[src/core/wac_pkg.sv]
// package: constants, register layout and types for the wake-up ready and auto-calibration block
// Summary of operation
// - a two-bit field picks when the synthesizer calibrates on idle/active moves
// - at setting 3 calibrate only on every fourth return to idle
// - after oscillator is stable, wait programmed ripple expiries, then drive ready low
// - timeout field picks 1, 16, 64 or 256 expiries; resets to 16
// - oscillator-stable output rises together with chip ready
`default_nettype none
package wac_pkg;

  localparam int ADDR_W = 8;

  // register byte addresses
  localparam logic [ADDR_W-1:0] ADDR_CONFIG = 8'h00;
  localparam logic [ADDR_W-1:0] ADDR_STATUS = 8'h04;

  // auto-calibration settings
  localparam logic [1:0] AUTOCAL_NEVER = 2'h0;
  localparam logic [1:0] AUTOCAL_TO_ACTIVE = 2'h1;
  localparam logic [1:0] AUTOCAL_TO_IDLE = 2'h2;
  localparam logic [1:0] AUTOCAL_FOURTH_IDLE = 2'h3;

  // configuration register, bits 7:6 read as zero
  typedef struct packed {
    logic [1:0] unused;
    logic [1:0] synth_auto_calibration_select;
    logic [1:0] power_on_timeout_select;
    logic pin_control_enable;
    logic oscillator_keep_on_in_sleep;
  } wac_cfg_t;

  localparam wac_cfg_t CFG_RESET = 8'h04;

  // status register field positions
  localparam int STAT_READY_BIT = 0;
  localparam int STAT_STABLE_BIT = 1;
  localparam int STAT_EXP_LSB = 8;
  localparam int STAT_RET_LSB = 20;

  // ripple counter and expiry counts
  localparam int RIPPLE_W = 6;
  localparam logic [RIPPLE_W-1:0] RIPPLE_LAST = 6'h3F;
  localparam int EXP_W = 9;
  localparam logic [EXP_W-1:0] EXP_CNT_0 = 9'h001;
  localparam logic [EXP_W-1:0] EXP_CNT_1 = 9'h010;
  localparam logic [EXP_W-1:0] EXP_CNT_2 = 9'h040;
  localparam logic [EXP_W-1:0] EXP_CNT_3 = 9'h100;
  localparam logic [1:0] RET_LAST = 2'h3;

  localparam logic [1:0] RESP_OKAY = 2'h0;
  localparam logic [1:0] RESP_SLVERR = 2'h2;

  typedef enum logic [1:0] {WAKE_OFF, WAKE_COUNT, WAKE_READY} wac_wake_t;

endpackage : wac_pkg
`default_nettype wire

[src/core/wac_core.sv]
// module: wake-up ready timer, auto-calibration trigger and AXI4-Lite register slave
`default_nettype none
module wac_core (
  input wire logic CORE_CLK_IN,
  input wire logic RST_IN,
  input wire logic CE_IN,
  input wire logic OSC_STABLE_IN,
  input wire logic TO_ACTIVE_IN,
  input wire logic TO_IDLE_IN,
  output logic CAL_REQ_OUT,
  output logic CHIP_READY_N_OUT,
  output logic OSC_STABLE_OUT,
  input wire logic [wac_pkg::ADDR_W-1:0] S_AXI_AWADDR_IN,
  input wire logic S_AXI_AWVALID_IN,
  output logic S_AXI_AWREADY_OUT,
  input wire logic [31:0] S_AXI_WDATA_IN,
  input wire logic [3:0] S_AXI_WSTRB_IN,
  input wire logic S_AXI_WVALID_IN,
  output logic S_AXI_WREADY_OUT,
  output logic [1:0] S_AXI_BRESP_OUT,
  output logic S_AXI_BVALID_OUT,
  input wire logic S_AXI_BREADY_IN,
  input wire logic [wac_pkg::ADDR_W-1:0] S_AXI_ARADDR_IN,
  input wire logic S_AXI_ARVALID_IN,
  output logic S_AXI_ARREADY_OUT,
  output logic [31:0] S_AXI_RDATA_OUT,
  output logic [1:0] S_AXI_RRESP_OUT,
  output logic S_AXI_RVALID_OUT,
  input wire logic S_AXI_RREADY_IN
);
  import wac_pkg::*;

  function automatic logic [EXP_W-1:0] expiry_target(input logic [1:0] sel);
    case (sel)
      2'h0: expiry_target = EXP_CNT_0;
      2'h1: expiry_target = EXP_CNT_1;
      2'h2: expiry_target = EXP_CNT_2;
      default: expiry_target = EXP_CNT_3;
    endcase
  endfunction

  ////////////////////////////////////////////////////////////////////////////
  // wake-up timer and calibration state

  logic osc_meta_r;
  logic osc_sync_r;
  wac_wake_t wake_r, wake_nxt;
  logic [RIPPLE_W-1:0] ripple_r, ripple_nxt;
  logic [EXP_W-1:0] exp_r, exp_nxt;
  logic [1:0] ret_r, ret_nxt;
  logic cal_r, cal_nxt;
  logic ready_n_r, ready_n_nxt;
  logic stable_r, stable_nxt;
  wac_cfg_t cfg_r, cfg_nxt;

  always_comb begin
    wake_nxt = wake_r;
    ripple_nxt = ripple_r;
    exp_nxt = exp_r;
    ret_nxt = ret_r;
    cal_nxt = 1'b0;
    case (wake_r)
      WAKE_OFF: begin
        ripple_nxt = '0;
        exp_nxt = '0;
        if (osc_sync_r) begin
          wake_nxt = WAKE_COUNT;
        end
      end
      WAKE_COUNT: begin
        ripple_nxt = ripple_r + 6'h01;
        if (ripple_r == RIPPLE_LAST) begin
          exp_nxt = exp_r + 9'h001;
        end
        // compare with >= so a smaller timeout written mid-count still ends the wait
        if (exp_nxt >= expiry_target(cfg_r.power_on_timeout_select)) begin
          wake_nxt = WAKE_READY;
        end
      end
      WAKE_READY: begin
        wake_nxt = WAKE_READY;
      end
      default: begin
        wake_nxt = WAKE_OFF;
      end
    endcase
    // losing the oscillator restarts the whole wait from zero
    if (!osc_sync_r) begin
      wake_nxt = WAKE_OFF;
      ripple_nxt = '0;
      exp_nxt = '0;
    end
    ready_n_nxt = (wake_nxt != WAKE_READY);
    stable_nxt = (wake_nxt == WAKE_READY);

    case (cfg_r.synth_auto_calibration_select)
      AUTOCAL_TO_ACTIVE: begin
        cal_nxt = TO_ACTIVE_IN;
      end
      AUTOCAL_TO_IDLE: begin
        cal_nxt = TO_IDLE_IN;
      end
      AUTOCAL_FOURTH_IDLE: begin
        if (TO_IDLE_IN) begin
          ret_nxt = ret_r + 2'h1;
          cal_nxt = (ret_r == RET_LAST);
        end
      end
      default: begin
        cal_nxt = 1'b0;
      end
    endcase
  end

  always_ff @(posedge CORE_CLK_IN or posedge RST_IN) begin
    if (RST_IN) begin
      osc_meta_r <= 1'b0;
      osc_sync_r <= 1'b0;
      wake_r <= WAKE_OFF;
      ripple_r <= '0;
      exp_r <= '0;
      ret_r <= '0;
      cal_r <= 1'b0;
      ready_n_r <= 1'b1;
      stable_r <= 1'b0;
    end else if (CE_IN) begin
      osc_meta_r <= OSC_STABLE_IN;
      osc_sync_r <= osc_meta_r;
      wake_r <= wake_nxt;
      ripple_r <= ripple_nxt;
      exp_r <= exp_nxt;
      ret_r <= ret_nxt;
      cal_r <= cal_nxt;
      ready_n_r <= ready_n_nxt;
      stable_r <= stable_nxt;
    end
  end

  ////////////////////////////////////////////////////////////////////////////
  // AXI4-Lite slave

  logic aw_held_r, aw_held_nxt;
  logic [ADDR_W-1:0] aw_addr_r, aw_addr_nxt;
  logic w_held_r, w_held_nxt;
  logic [31:0] w_data_r, w_data_nxt;
  logic w_strb0_r, w_strb0_nxt;
  logic awready_r, awready_nxt;
  logic wready_r, wready_nxt;
  logic bvalid_r, bvalid_nxt;
  logic [1:0] bresp_r, bresp_nxt;
  logic arready_r, arready_nxt;
  logic rvalid_r, rvalid_nxt;
  logic [31:0] rdata_r, rdata_nxt;
  logic [1:0] rresp_r, rresp_nxt;
  logic [31:0] status_word;

  always_comb begin
    status_word = '0;
    status_word[STAT_READY_BIT] = ~ready_n_r;
    status_word[STAT_STABLE_BIT] = stable_r;
    status_word[STAT_EXP_LSB +: EXP_W] = exp_r;
    status_word[STAT_RET_LSB +: 2] = ret_r;

    cfg_nxt = cfg_r;
    aw_held_nxt = aw_held_r;
    aw_addr_nxt = aw_addr_r;
    w_held_nxt = w_held_r;
    w_data_nxt = w_data_r;
    w_strb0_nxt = w_strb0_r;
    bvalid_nxt = bvalid_r;
    bresp_nxt = bresp_r;
    rvalid_nxt = rvalid_r;
    rdata_nxt = rdata_r;
    rresp_nxt = rresp_r;

    if (S_AXI_AWVALID_IN && awready_r) begin
      aw_held_nxt = 1'b1;
      aw_addr_nxt = S_AXI_AWADDR_IN;
    end
    if (S_AXI_WVALID_IN && wready_r) begin
      w_held_nxt = 1'b1;
      w_data_nxt = S_AXI_WDATA_IN;
      w_strb0_nxt = S_AXI_WSTRB_IN[0];
    end
    if (bvalid_r && S_AXI_BREADY_IN) begin
      bvalid_nxt = 1'b0;
    end
    // commit one cycle after both halves are held; keeps the decode off the input path
    if (aw_held_r && w_held_r && !bvalid_r) begin
      aw_held_nxt = 1'b0;
      w_held_nxt = 1'b0;
      bvalid_nxt = 1'b1;
      bresp_nxt = RESP_OKAY;
      if (aw_addr_r == ADDR_CONFIG) begin
        if (w_strb0_r) begin
          cfg_nxt = w_data_r[7:0];
          cfg_nxt.unused = 2'h0;
        end
      end else if (aw_addr_r != ADDR_STATUS) begin
        bresp_nxt = RESP_SLVERR;
      end
    end

    if (rvalid_r && S_AXI_RREADY_IN) begin
      rvalid_nxt = 1'b0;
    end
    if (S_AXI_ARVALID_IN && arready_r) begin
      rvalid_nxt = 1'b1;
      rresp_nxt = RESP_OKAY;
      if (S_AXI_ARADDR_IN == ADDR_CONFIG) begin
        rdata_nxt = {24'h000000, cfg_r};
      end else if (S_AXI_ARADDR_IN == ADDR_STATUS) begin
        rdata_nxt = status_word;
      end else begin
        rdata_nxt = '0;
        rresp_nxt = RESP_SLVERR;
      end
    end

    awready_nxt = !aw_held_nxt && !bvalid_nxt;
    wready_nxt = !w_held_nxt && !bvalid_nxt;
    arready_nxt = !rvalid_nxt;
  end

  always_ff @(posedge CORE_CLK_IN or posedge RST_IN) begin
    if (RST_IN) begin
      cfg_r <= CFG_RESET;
      aw_held_r <= 1'b0;
      aw_addr_r <= '0;
      w_held_r <= 1'b0;
      w_data_r <= '0;
      w_strb0_r <= 1'b0;
      awready_r <= 1'b0;
      wready_r <= 1'b0;
      bvalid_r <= 1'b0;
      bresp_r <= RESP_OKAY;
      arready_r <= 1'b0;
      rvalid_r <= 1'b0;
      rdata_r <= '0;
      rresp_r <= RESP_OKAY;
    end else if (CE_IN) begin
      cfg_r <= cfg_nxt;
      aw_held_r <= aw_held_nxt;
      aw_addr_r <= aw_addr_nxt;
      w_held_r <= w_held_nxt;
      w_data_r <= w_data_nxt;
      w_strb0_r <= w_strb0_nxt;
      awready_r <= awready_nxt;
      wready_r <= wready_nxt;
      bvalid_r <= bvalid_nxt;
      bresp_r <= bresp_nxt;
      arready_r <= arready_nxt;
      rvalid_r <= rvalid_nxt;
      rdata_r <= rdata_nxt;
      rresp_r <= rresp_nxt;
    end
  end

  assign CAL_REQ_OUT = cal_r;
  assign CHIP_READY_N_OUT = ready_n_r;
  assign OSC_STABLE_OUT = stable_r;
  assign S_AXI_AWREADY_OUT = awready_r;
  assign S_AXI_WREADY_OUT = wready_r;
  assign S_AXI_BVALID_OUT = bvalid_r;
  assign S_AXI_BRESP_OUT = bresp_r;
  assign S_AXI_ARREADY_OUT = arready_r;
  assign S_AXI_RVALID_OUT = rvalid_r;
  assign S_AXI_RDATA_OUT = rdata_r;
  assign S_AXI_RRESP_OUT = rresp_r;

endmodule // wac_core
`default_nettype wire

[config.mk]
export PLATFORM = sky130hd
export DESIGN_NAME = wac_core
export DESIGN_NICKNAME = d
export VERILOG_FILES = /design/src/core/wac_pkg.sv /design/src/core/wac_core.sv
export SDC_FILE = /design/constraint.sdc
export NUM_CORES = 1
export LEC_CHECK = 0
export ABC_AREA = 1
export BUFFER_PORTS_ARGS = -buffer_cell sky130_fd_sc_hd__buf_2
export CORE_UTILIZATION = 35
export CTS_CLUSTER_SIZE = 10
export DETAILED_ROUTE_END_ITERATION = 12
export GPL_ROUTABILITY_DRIVEN = 0
export GPL_TIMING_DRIVEN = 0
export PLACE_DENSITY = 0.62
export SLEW_MARGIN = 20
export SYNTH_ARGS = -nofsm -noshare
export SYNTH_HDL_FRONTEND = slang
export SYNTH_SLANG_ARGS = --single-unit
[constraint.sdc]
create_clock -name CORE_CLK_IN -period 3.59 [get_ports CORE_CLK_IN]
set_input_delay 0.359 -clock CORE_CLK_IN [delete_from_list [all_inputs] [get_ports CORE_CLK_IN]]
set_output_delay 0.359 -clock CORE_CLK_IN [all_outputs]
set_load 0.005 [all_outputs]
==> results.json, run 1 <==
{
  "status": "finished clean",
  "postLayoutCoreUtil": 0.437,
  "setup_slack_ns": 0.952,
  "ant_nets": 0,
  "tightest_slew_ns": 0.722,
  "cp.buffers_inverters": 1,
  "syn2layout_area_growth_pct": 21.4,
  "power.density_nw_per_um2": 473,
  "cp_max_fo": 10,
  "grt-ovfl-total": 0,
  "required_ns": 3.83,
  "relSlewSlack": 0.514,
  "fin_nets": 585,
  "rsz0062_at_grt": "no",
  "dpl_worst_slack_ns": 0.946,
  "critPathCaptureType": "register",
  "setup_viol": 0,
  "clk_latency_ns": 0.34,
  "cap_violations": 0,
  "fp.dieArea_um2": 10500,
  "grt_pass1_wl_mm": 12.5,
  "antenna_found_initial": 0,
  "p_leak_nw": 2.27,
  "max_stage_delay_ns": 0.39,
  "num_antenna_cells": 0,
  "syn_inst": 427,
  "total_power_mw": 2.02,
  "min_period_ns": 2.64,
  "synth_cell_type_count": 36,
  "startpoint_type": "register",
  "coreArea_um2": 9770,
  "clock_path_buffers": 2,
  "skew_ns": 0.00429,
  "syn_area_per_cell_um2": 8.25,
  "regToRegSetupSlack_ns": 0.95,
  "cts_root_buffer": "clkbuf_8",
  "dpl.hpwl_mm": 5.60,
  "cts_setup_buffers": 0,
  "fmax_ghz": 0.379,
  "dr.first_iter.drc_count": 86,
  "boundaryPins": 107,
  "vias_per_cell": 4.52,
  "grt_usage": 0.155,
  "drv_slew": 0,
  "fp.dieW_um": 102,
  "cts_tree": "yes",
  "final_common_cell": "nand2_1",
  "layout_common_cells": "134 x nand2_1, 69 x dfrtp_1, 62 x buf_2",
  "die_h_um": 102,
  "ys_seq_area_frac": 0.505,
  "crit_type": "register to register",
  "routedWlPerCell_um": 11.3,
  "grt_max_degree": 49,
  "fillers": 1017,
  "io_buffers": 59,
  "crit_slowest_cell": "dfrtp_1",
  "row_count": 36,
  "drt_pre_antenna_iters": 5,
  "worst_hold_path_type": "primary input to register",
  "finalHoldViolCount": 0,
  "ys_ff_latch": 71,
  "worstPathCellList": "ha_1, nand3_4, nor2_8, inv_4, nor3_4, nand3_2, nor2_2, xor2_2, ha_1, nand2_1, nor2_1, nand2_1, nor2_1, nor2_1, nand3_1, nand3_1, nand2_1",
  "vias": 2949,
  "ys_warn_count": 0,
  "setup_tns_ns": 0,
  "wl_mm": 7.37,
  "drc": 0,
  "clkSinkCount": 71,
  "netlist_area_um2": 3520,
  "crit_family": "simple AND/OR/NAND/NOR gates",
  "period_share": 0.735,
  "cts_made_buffers": 9,
  "arrival_ns": 2.87,
  "drive_above_1_share": 0.215,
  "grt_pass1_vias": 2795,
  "clk_pin_slew_worst_paths_ns": 0.07,
  "initial_core_util": 0.360,
  "cts_max_level": 3,
  "max-vdd-ir-drop_v": 0.000302
}
-- per-layer routing --
layer / track usage / part of all wire / up-vias
li1: - / - / 1499
met1: 0.193 / 0.47 / 1351
met2: 0.260 / 0.47 / 90
met3: 0.0376 / 0.046 / 9
met4: 0.0560 / 0.013 / 0
met5: 0 / 0 / -
-- layout make-up --
cell class / count / area [um^2] / share of cell area
buffer: 26 / 165 / 0.0386
clock buffer: 13 / 149 / 0.0348
clock inverter: 3 / 42.5 / 0.00995
inverter: 54 / 208 / 0.0486
multi-input combinational: 292 / 1430 / 0.335
sequential: 71 / 1780 / 0.416
tap: 133 / 166 / 0.0389
timing repair buffer: 61 / 333 / 0.0778
-- timing repair --
item,4_1_cts,5_1_grt
setup endpoints to repair,0,0
hold endpoints to repair,23,0
hold buffers,1,0
resized for setup,0,0
-- where the power goes --
| group | switching (mW) | total (mW) | internal (mW) | leakage [nW] |
|---|---|---|---|---|
| combinational | 0.210 | 0.365 | 0.155 | 1.25 |
| sequential | 0.0777 | 1.02 | 0.942 | 0.925 |
| clock | 0.295 | 0.635 | 0.340 | 0.0936 |
| total | 0.583 | 2.02 | 1.44 | 2.27 |
-- path summary, 6_finish.rpt --
path / from / end / cells past startpoint
max in group asynchronous: RST_IN / CHIP_READY_N_OUT$_DFFE_PP1P_ / 4
min in group asynchronous: RST_IN / S_AXI_RVALID_OUT$_DFFE_PP0P_ / 3
max: ripple_r[0]$_DFFE_PP0P_ / wake_r[1]$_DFFE_PP0P_ / 17
min: S_AXI_AWADDR_IN[3] / aw_addr_r[3]$_DFFE_PP0P_ / 3
min reg2reg: aw_addr_r[6]$_DFFE_PP0P_ / aw_addr_r[6]$_DFFE_PP0P_ / 2
max reg2reg: ripple_r[0]$_DFFE_PP0P_ / wake_r[1]$_DFFE_PP0P_ / 17
-- flip-flops by register name (all words and copies together), names as in the netlist, 2 cells and up --
| register | cells |
|---|---|
| ripple_r | 6 |
| aw_addr_r | 8 |
| wake_r | 2 |
| ret_r | 2 |
| cfg_r | 6 |
| exp_r | 9 |
| w_data_r | 6 |
| S_AXI_RDATA_OUT | 17 |
-- worst register-to-register path, stage by stage (launching register included) --
cell and delay [ns]:
dfrtp_1 0.39, ha_1 0.26, nand3_4 0.13, nor2_8 0.18
inv_4 0.06, nor3_4 0.16, nand3_2 0.12, nor2_2 0.14
xor2_2 0.20, ha_1 0.28, nand2_1 0.08, nor2_1 0.04
nand2_1 0.08, nor2_1 0.04, nor2_1 0.13, nand3_1 0.08
nand3_1 0.09, nand2_1 0.06
-- logic make-up after synthesis --
family,count (synthesis),synth area share
AOI/OAI and AO/OA,64,0.103
other,1,0.00106
DFF,71,0.505
buffers and inverters,80,0.105
xor gates and xnor gates,7,0.0195
and+or+nand+nor,197,0.241
adders and majority gates,7,0.0249
-- through the flow --
stage / cell area, um^2 / cells / hold WS (ns)
final: 4280 / 653 / 0.213
after global routing: 4280 / 653 / 0.215
after global placement: 4040 / 635 / 0.456
after floorplan: 3580 / 443 / 0.442
after detailed placement: 4070 / 636 / 0.349
after CTS: 4280 / 653 / 0.201
-- Yosys cell counts (all sizes together) --
cell type	count	area, um^2
nand4	3	18.8
a22o	1	8.76
o21ai	41	209
nor4	3	18.8
conb	1	3.75
ha	7	87.6
or2	2	12.5
nor2	29	133
clkbuf	5	18.8
o31ai	5	37.5
nand2	137	522
a32o	2	20.0
o21a	1	7.51
inv	54	205
o211ai	2	15.0
xor2	7	68.8
nand3	17	103
o22ai	2	12.5
nor3	6	41.3
buf	21	146
a21oi	9	45.0
dfrtp	69	1730
a2bb2oi	1	8.76
dfstp	2	52.6
Power figures use the tool's default switching activity.
==> inputs of run 2 (changes only) <==
Settings changed: PLACE_DENSITY 0.62 to 0.64.
Clock period 3.59 ns to 2.4 ns, I/O delays scaled along.
==> results.json, run 2 (same netlist as run 1, synthesis figures left out) <==
{
  "vias_per_cell": 4.47,
  "regArea_um2": 1780,
  "fp.dieArea_um2": 10500,
  "status": "finished with violations",
  "clk_pin_slew_worst_paths_ns": 0.07,
  "postLayoutCellArea_um2": 4420,
  "required_ns": 2.63,
  "fmax_ghz": 0.410,
  "grt_max_degree": 46,
  "cts_max_level": 3,
  "placed_cells_incl_taps": 636,
  "vias": 2961,
  "drive_above_1_share": 0.250,
  "tightest_slew_ns": 0.739,
  "drt_pre_antenna_iters": 4,
  "row_count": 36,
  "cp_max_fo": 3,
  "p_leak_nw": 2.33,
  "grt_pass1_vias": 2833,
  "boundaryPins": 107,
  "dr.first_iter.drc_count": 131,
  "setup_viol": 3,
  "cap_violations": 0,
  "fin_nets": 594,
  "clock_path_buffers": 2,
  "fp.dieW_um": 102,
  "syn2layout_area_growth_pct": 25.4,
  "postPlaceCellArea_um2": 4070,
  "layout_common_cells": "132 x nand2_1, 69 x dfrtp_1, 62 x buf_2",
  "grt_usage": 0.157,
  "timing.critical_path.mode_cell": "nor2_2",
  "min_period_ns": 2.44,
  "fin_hold_ws_ns": 0.0882,
  "clkSinkCount": 71,
  "grt_pass1_wl_mm": 12.7,
  "arrival_ns": 2.67,
  "startpoint_type": "register",
  "clk_latency_ns": 0.34,
  "num_antenna_cells": 0,
  "finalHoldViolCount": 0,
  "io_buffers": 59,
  "cts_root_buffer": "clkbuf_8",
  "violations": "negative setup slack",
  "crit_type": "register to register",
  "finalNonFillerCells": 662,
  "dpl_worst_slack_ns": -0.308,
  "max-vdd-ir-drop_v": 0.000435,
  "cts_tree": "yes",
  "power.density_nw_per_um2": 710,
  "fillers": 964,
  "wl_mm": 7.49,
  "drv_slew": 0,
  "relSlewSlack": 0.503,
  "rsz0062_at_grt": "yes",
  "ant_nets": 0,
  "period_share": 1.02,
  "cts_made_buffers": 9,
  "coreArea_um2": 9770,
  "crit_slowest_cell": "dfrtp_1",
  "worst_hold_path_type": "primary input to register",
  "grt-ovfl-total": 0,
  "worstPathCellList": "ha_4, nand3_4, nor2_8, inv_4, nor3_4, nand3_2, nor2_4, xor2_2, ha_4, nand2_2, nor2_2, nand2_2, nor2_2, nor2_2, nand3_1, nand3_2, nand2_1",
  "initial_core_util": 0.360,
  "setup_tns_ns": -0.0823,
  "routedWlPerCell_um": 11.3,
  "critPathCaptureType": "register",
  "drc": 0,
  "setup_slack_ns": -0.0383,
  "antenna_found_initial": 0,
  "dpl.hpwl_mm": 5.57,
  "max_stage_delay_ns": 0.41,
  "skew_ns": 0.00780,
  "die_h_um": 102,
  "largest_reg_flops": 17,
  "multi_input_area_um2": 1480,
  "final_common_cell": "nand2_1"
}
## run 2: changes by cell type in the layout (fill, tap and decap cells not counted), moves of 2 or more
cell	previous run	this run
buf_4	17	26
nand2_1	134	132
ha_1	7	5
nor2_1	25	22
nor2_2	3	5
nand2_2	3	5
ha_4	0	2
## run 2: critical path, delay by kind of cell, from the launching register on
kind,cells,cell delay [ns]
and+or+nand+nor,13,1.23
DFF,1,0.41
buffers and inverters,1,0.04
adders and majority gates,2,0.42
xor gates and xnor gates,1,0.22
## run 2: path summary, 6_finish.rpt
kind / start / endpoint / slack, ns / cells past startpoint
setup / recovery: ripple_r[0]$_DFFE_PP0P_ / OSC_STABLE_OUT$_DFFE_PP0P_ / -0.04 / 17
hold / removal: S_AXI_AWADDR_IN[7] / aw_addr_r[7]$_DFFE_PP0P_ / 0.09 / 3
setup reg to reg: ripple_r[0]$_DFFE_PP0P_ / OSC_STABLE_OUT$_DFFE_PP0P_ / -0.04 / 17
hold reg to reg: osc_meta_r$_DFFE_PP0P_ / osc_meta_r$_DFFE_PP0P_ / 0.48 / 2
max in group asynchronous: RST_IN / CHIP_READY_N_OUT$_DFFE_PP1P_ / 1.38 / 4
min in group asynchronous: RST_IN / S_AXI_WREADY_OUT$_DFFE_PP0P_ / 0.42 / 3
## run 2: timing repair
item,in CTS,in global routing
endpoints found under the setup margin,4,4
pin swaps,6,3
hold endpoints to repair,26,0
gates resized for setup,4,8
hold buffers,1,0
buffers inserted,7,2
gates cloned,0,0
## run 2: through the flow
stage,util,total power [mW]
2_1_floorplan,-,1.91
3_3_place_gp,0.414,2.07
3_5_place_dp,0.417,2.10
4_1_cts,0.448,3.16
5_1_grt,0.452,3.35
6_report,0.452,3.14
## run 2: power breakdown
| group | internal [mW] | switching [mW] |
|---|---|---|
| Combinational | 0.243 | 0.330 |
| Clock | 0.611 | 0.427 |
| Sequential | 1.41 | 0.117 |
| Total | 2.26 | 0.874 |
## run 2: routing by layer
layer / up-vias / wire length, um / GRT usage
met3: 6 / 363 / 0.0376
met5: - / 0 / 0
met4: 0 / 72 / 0.0582
met2: 81 / 3560 / 0.262
li1: 1513 / - / -
met1: 1361 / 3500 / 0.197
## run 2: final cells by class
class	instances	area share
Sequential cell	71	0.403
Multi-Input combinational cell	292	0.336
Timing Repair Buffer	70	0.0906
Inverter	54	0.0470
Tap cell	133	0.0377
Buffer	26	0.0374
Clock buffer	12	0.0329
Clock inverter	4	0.0159
==> inputs of run 3 (changes only) <==
Settings changed: SLEW_MARGIN 20 to 25, TNS_END_PERCENT set to 20.
==> results.json, run 3 (same netlist as run 1, synthesis figures left out) <==
{
  "status": "finished with violations",
  "violations": "negative setup slack",
  "clk_latency_ns": 0.35,
  "r2r-start": "ripple_r[0]$_DFFE_PP0P_",
  "antenna_found_initial": 0,
  "grt_pass1_wl_mm": 12.6,
  "power.density_nw_per_um2": 715,
  "worst_hold_path_type": "primary input to register",
  "vias_per_cell": 4.50,
  "crit_type": "register to register",
  "cts_made_buffers": 9,
  "period_share": 1.05,
  "syn2layout_area_growth_pct": 24.2,
  "setup_slack_ns": -0.124,
  "p_int_mw": 2.26,
  "fp.dieW_um": 102,
  "setup_viol": 4,
  "cap_violations": 0,
  "arrival_ns": 2.76,
  "drive_above_1_share": 0.232,
  "cts_max_level": 3,
  "required_ns": 2.63,
  "cts_tree": "yes",
  "ant_nets": 0,
  "postPlaceCellArea_um2": 4070,
  "row_count": 36,
  "power.share.sequential": 0.488,
  "largest_reg_flops": 17,
  "drt_pre_antenna_iters": 4,
  "p_clk_frac": 0.332,
  "final_common_cell": "nand2_1",
  "setup_tns_ns": -0.391,
  "combPwrFrac": 0.180,
  "drv_slew": 0,
  "tightest_slew_ns": 0.746,
  "coreArea_um2": 9770,
  "grt_max_degree": 46,
  "holdPathStages": 3,
  "num_antenna_cells": 0,
  "wl_mm": 7.46,
  "postLayoutCellArea_um2": 4370,
  "rsz0062_at_grt": "yes",
  "io_buffers": 59,
  "finalHoldViolCount": 0,
  "skew_ns": 0.00783,
  "min_period_ns": 2.52,
  "relSlewSlack": 0.498,
  "initial_core_util": 0.360,
  "critPathCaptureType": "register",
  "dpl.hpwl_mm": 5.57,
  "grt_pass1_vias": 2818,
  "cp_max_fo": 3,
  "p_leak_nw": 2.31,
  "layout_common_cells": "133 x nand2_1, 69 x dfrtp_1, 62 x buf_2",
  "cts_root_buffer": "clkbuf_8",
  "clk_pin_slew_worst_paths_ns": 0.07,
  "startpoint_type": "register",
  "switching_share": 0.277,
  "drc": 0,
  "ff2ff_path_depth": 17,
  "clock_path_buffers": 2,
  "dr.first_iter.drc_count": 138,
  "max-vdd-ir-drop_v": 0.000436,
  "routedWlPerCell_um": 11.3,
  "grt_usage": 0.157,
  "vias": 2963,
  "switching_power_mw": 0.867,
  "fp.dieArea_um2": 10500,
  "die_h_um": 102,
  "worstHoldStart": "S_AXI_AWADDR_IN[7]",
  "crit_start": "ripple_r[0]$_DFFE_PP0P_",
  "boundaryPins": 107,
  "fin_nets": 590,
  "clkSinkCount": 71,
  "grt-ovfl-total": 0,
  "fmax_ghz": 0.396,
  "dpl_worst_slack_ns": -0.308
}
run 3: routing by layer:
layer,track usage,vias to the layer above,share of wire
met5,0,-,0
met4,0.0593,0,0.0079
met3,0.0376,10,0.050
met2,0.261,84,0.47
met1,0.197,1365,0.47
li1,-,1504,-
run 3: final timing paths:
path                                                 to  slack [ns]
setup / recovery             OSC_STABLE_OUT$_DFFE_PP0P_       -0.12
hold / removal                 aw_addr_r[7]$_DFFE_PP0P_        0.09
setup reg to reg             OSC_STABLE_OUT$_DFFE_PP0P_       -0.12
hold reg to reg                  osc_meta_r$_DFFE_PP0P_        0.47
max in group asynchronous  CHIP_READY_N_OUT$_DFFE_PP1P_        1.38
min in group asynchronous  S_AXI_WREADY_OUT$_DFFE_PP0P_        0.42
run 3: layout make-up:
class / instances / area (um^2)
plain buffers: 26 / 165
clock buffers: 12 / 145
clock inverters: 4 / 70.1
fillers: 969 / 5400
inverters: 54 / 208
multi-input cells: 292 / 1470
flip-flops and latches: 71 / 1780
well taps: 133 / 166
repair buffers: 66 / 370
run 3: power by group through the flow:
stage	logic, mW	registers [mW]	clock network (mW)
after floorplan	0.383	1.52	0
after global placement	0.534	1.54	0
after detailed placement	0.556	1.54	0
after CTS	0.564	1.53	1.07
after global routing	0.668	1.56	1.11
final	0.563	1.53	1.04
run 3: worst max-delay path, cell delays in order (launching register included):
cell	delay (ns)
dfrtp_1	0.41
ha_4	0.18
nand3_4	0.12
nor2_8	0.15
inv_4	0.05
nor3_4	0.16
nand3_2	0.14
nor2_4	0.13
xor2_2	0.22
ha_4	0.25
nand2_2	0.06
nor2_1	0.04
nand2_1	0.08
nor2_1	0.05
nor2_1	0.14
nand3_1	0.11
nand3_2	0.08
nand2_1	0.05
run 3: repair_timing:
item                       4_1_cts  5_1_grt
setup endpoints to repair        4        4
gates resized for setup          4        2
hold endpoints to repair        26        0
pin swaps                        5        0
setup buffers                    4        1
hold buffers                     1        0
run 3: metrics by stage:
stage / power [mW] / hold slack, ns / instances / util
global placement: 2.07 / 0.442 / 635 / 0.414
finish: 3.13 / 0.0870 / 658 / 0.448
floorplan: 1.91 / 0.357 / 443 / -
global route: 3.34 / 0.0901 / 658 / 0.448
CTS: 3.16 / 0.0711 / 657 / 0.446
detailed placement: 2.10 / 0.253 / 636 / 0.417
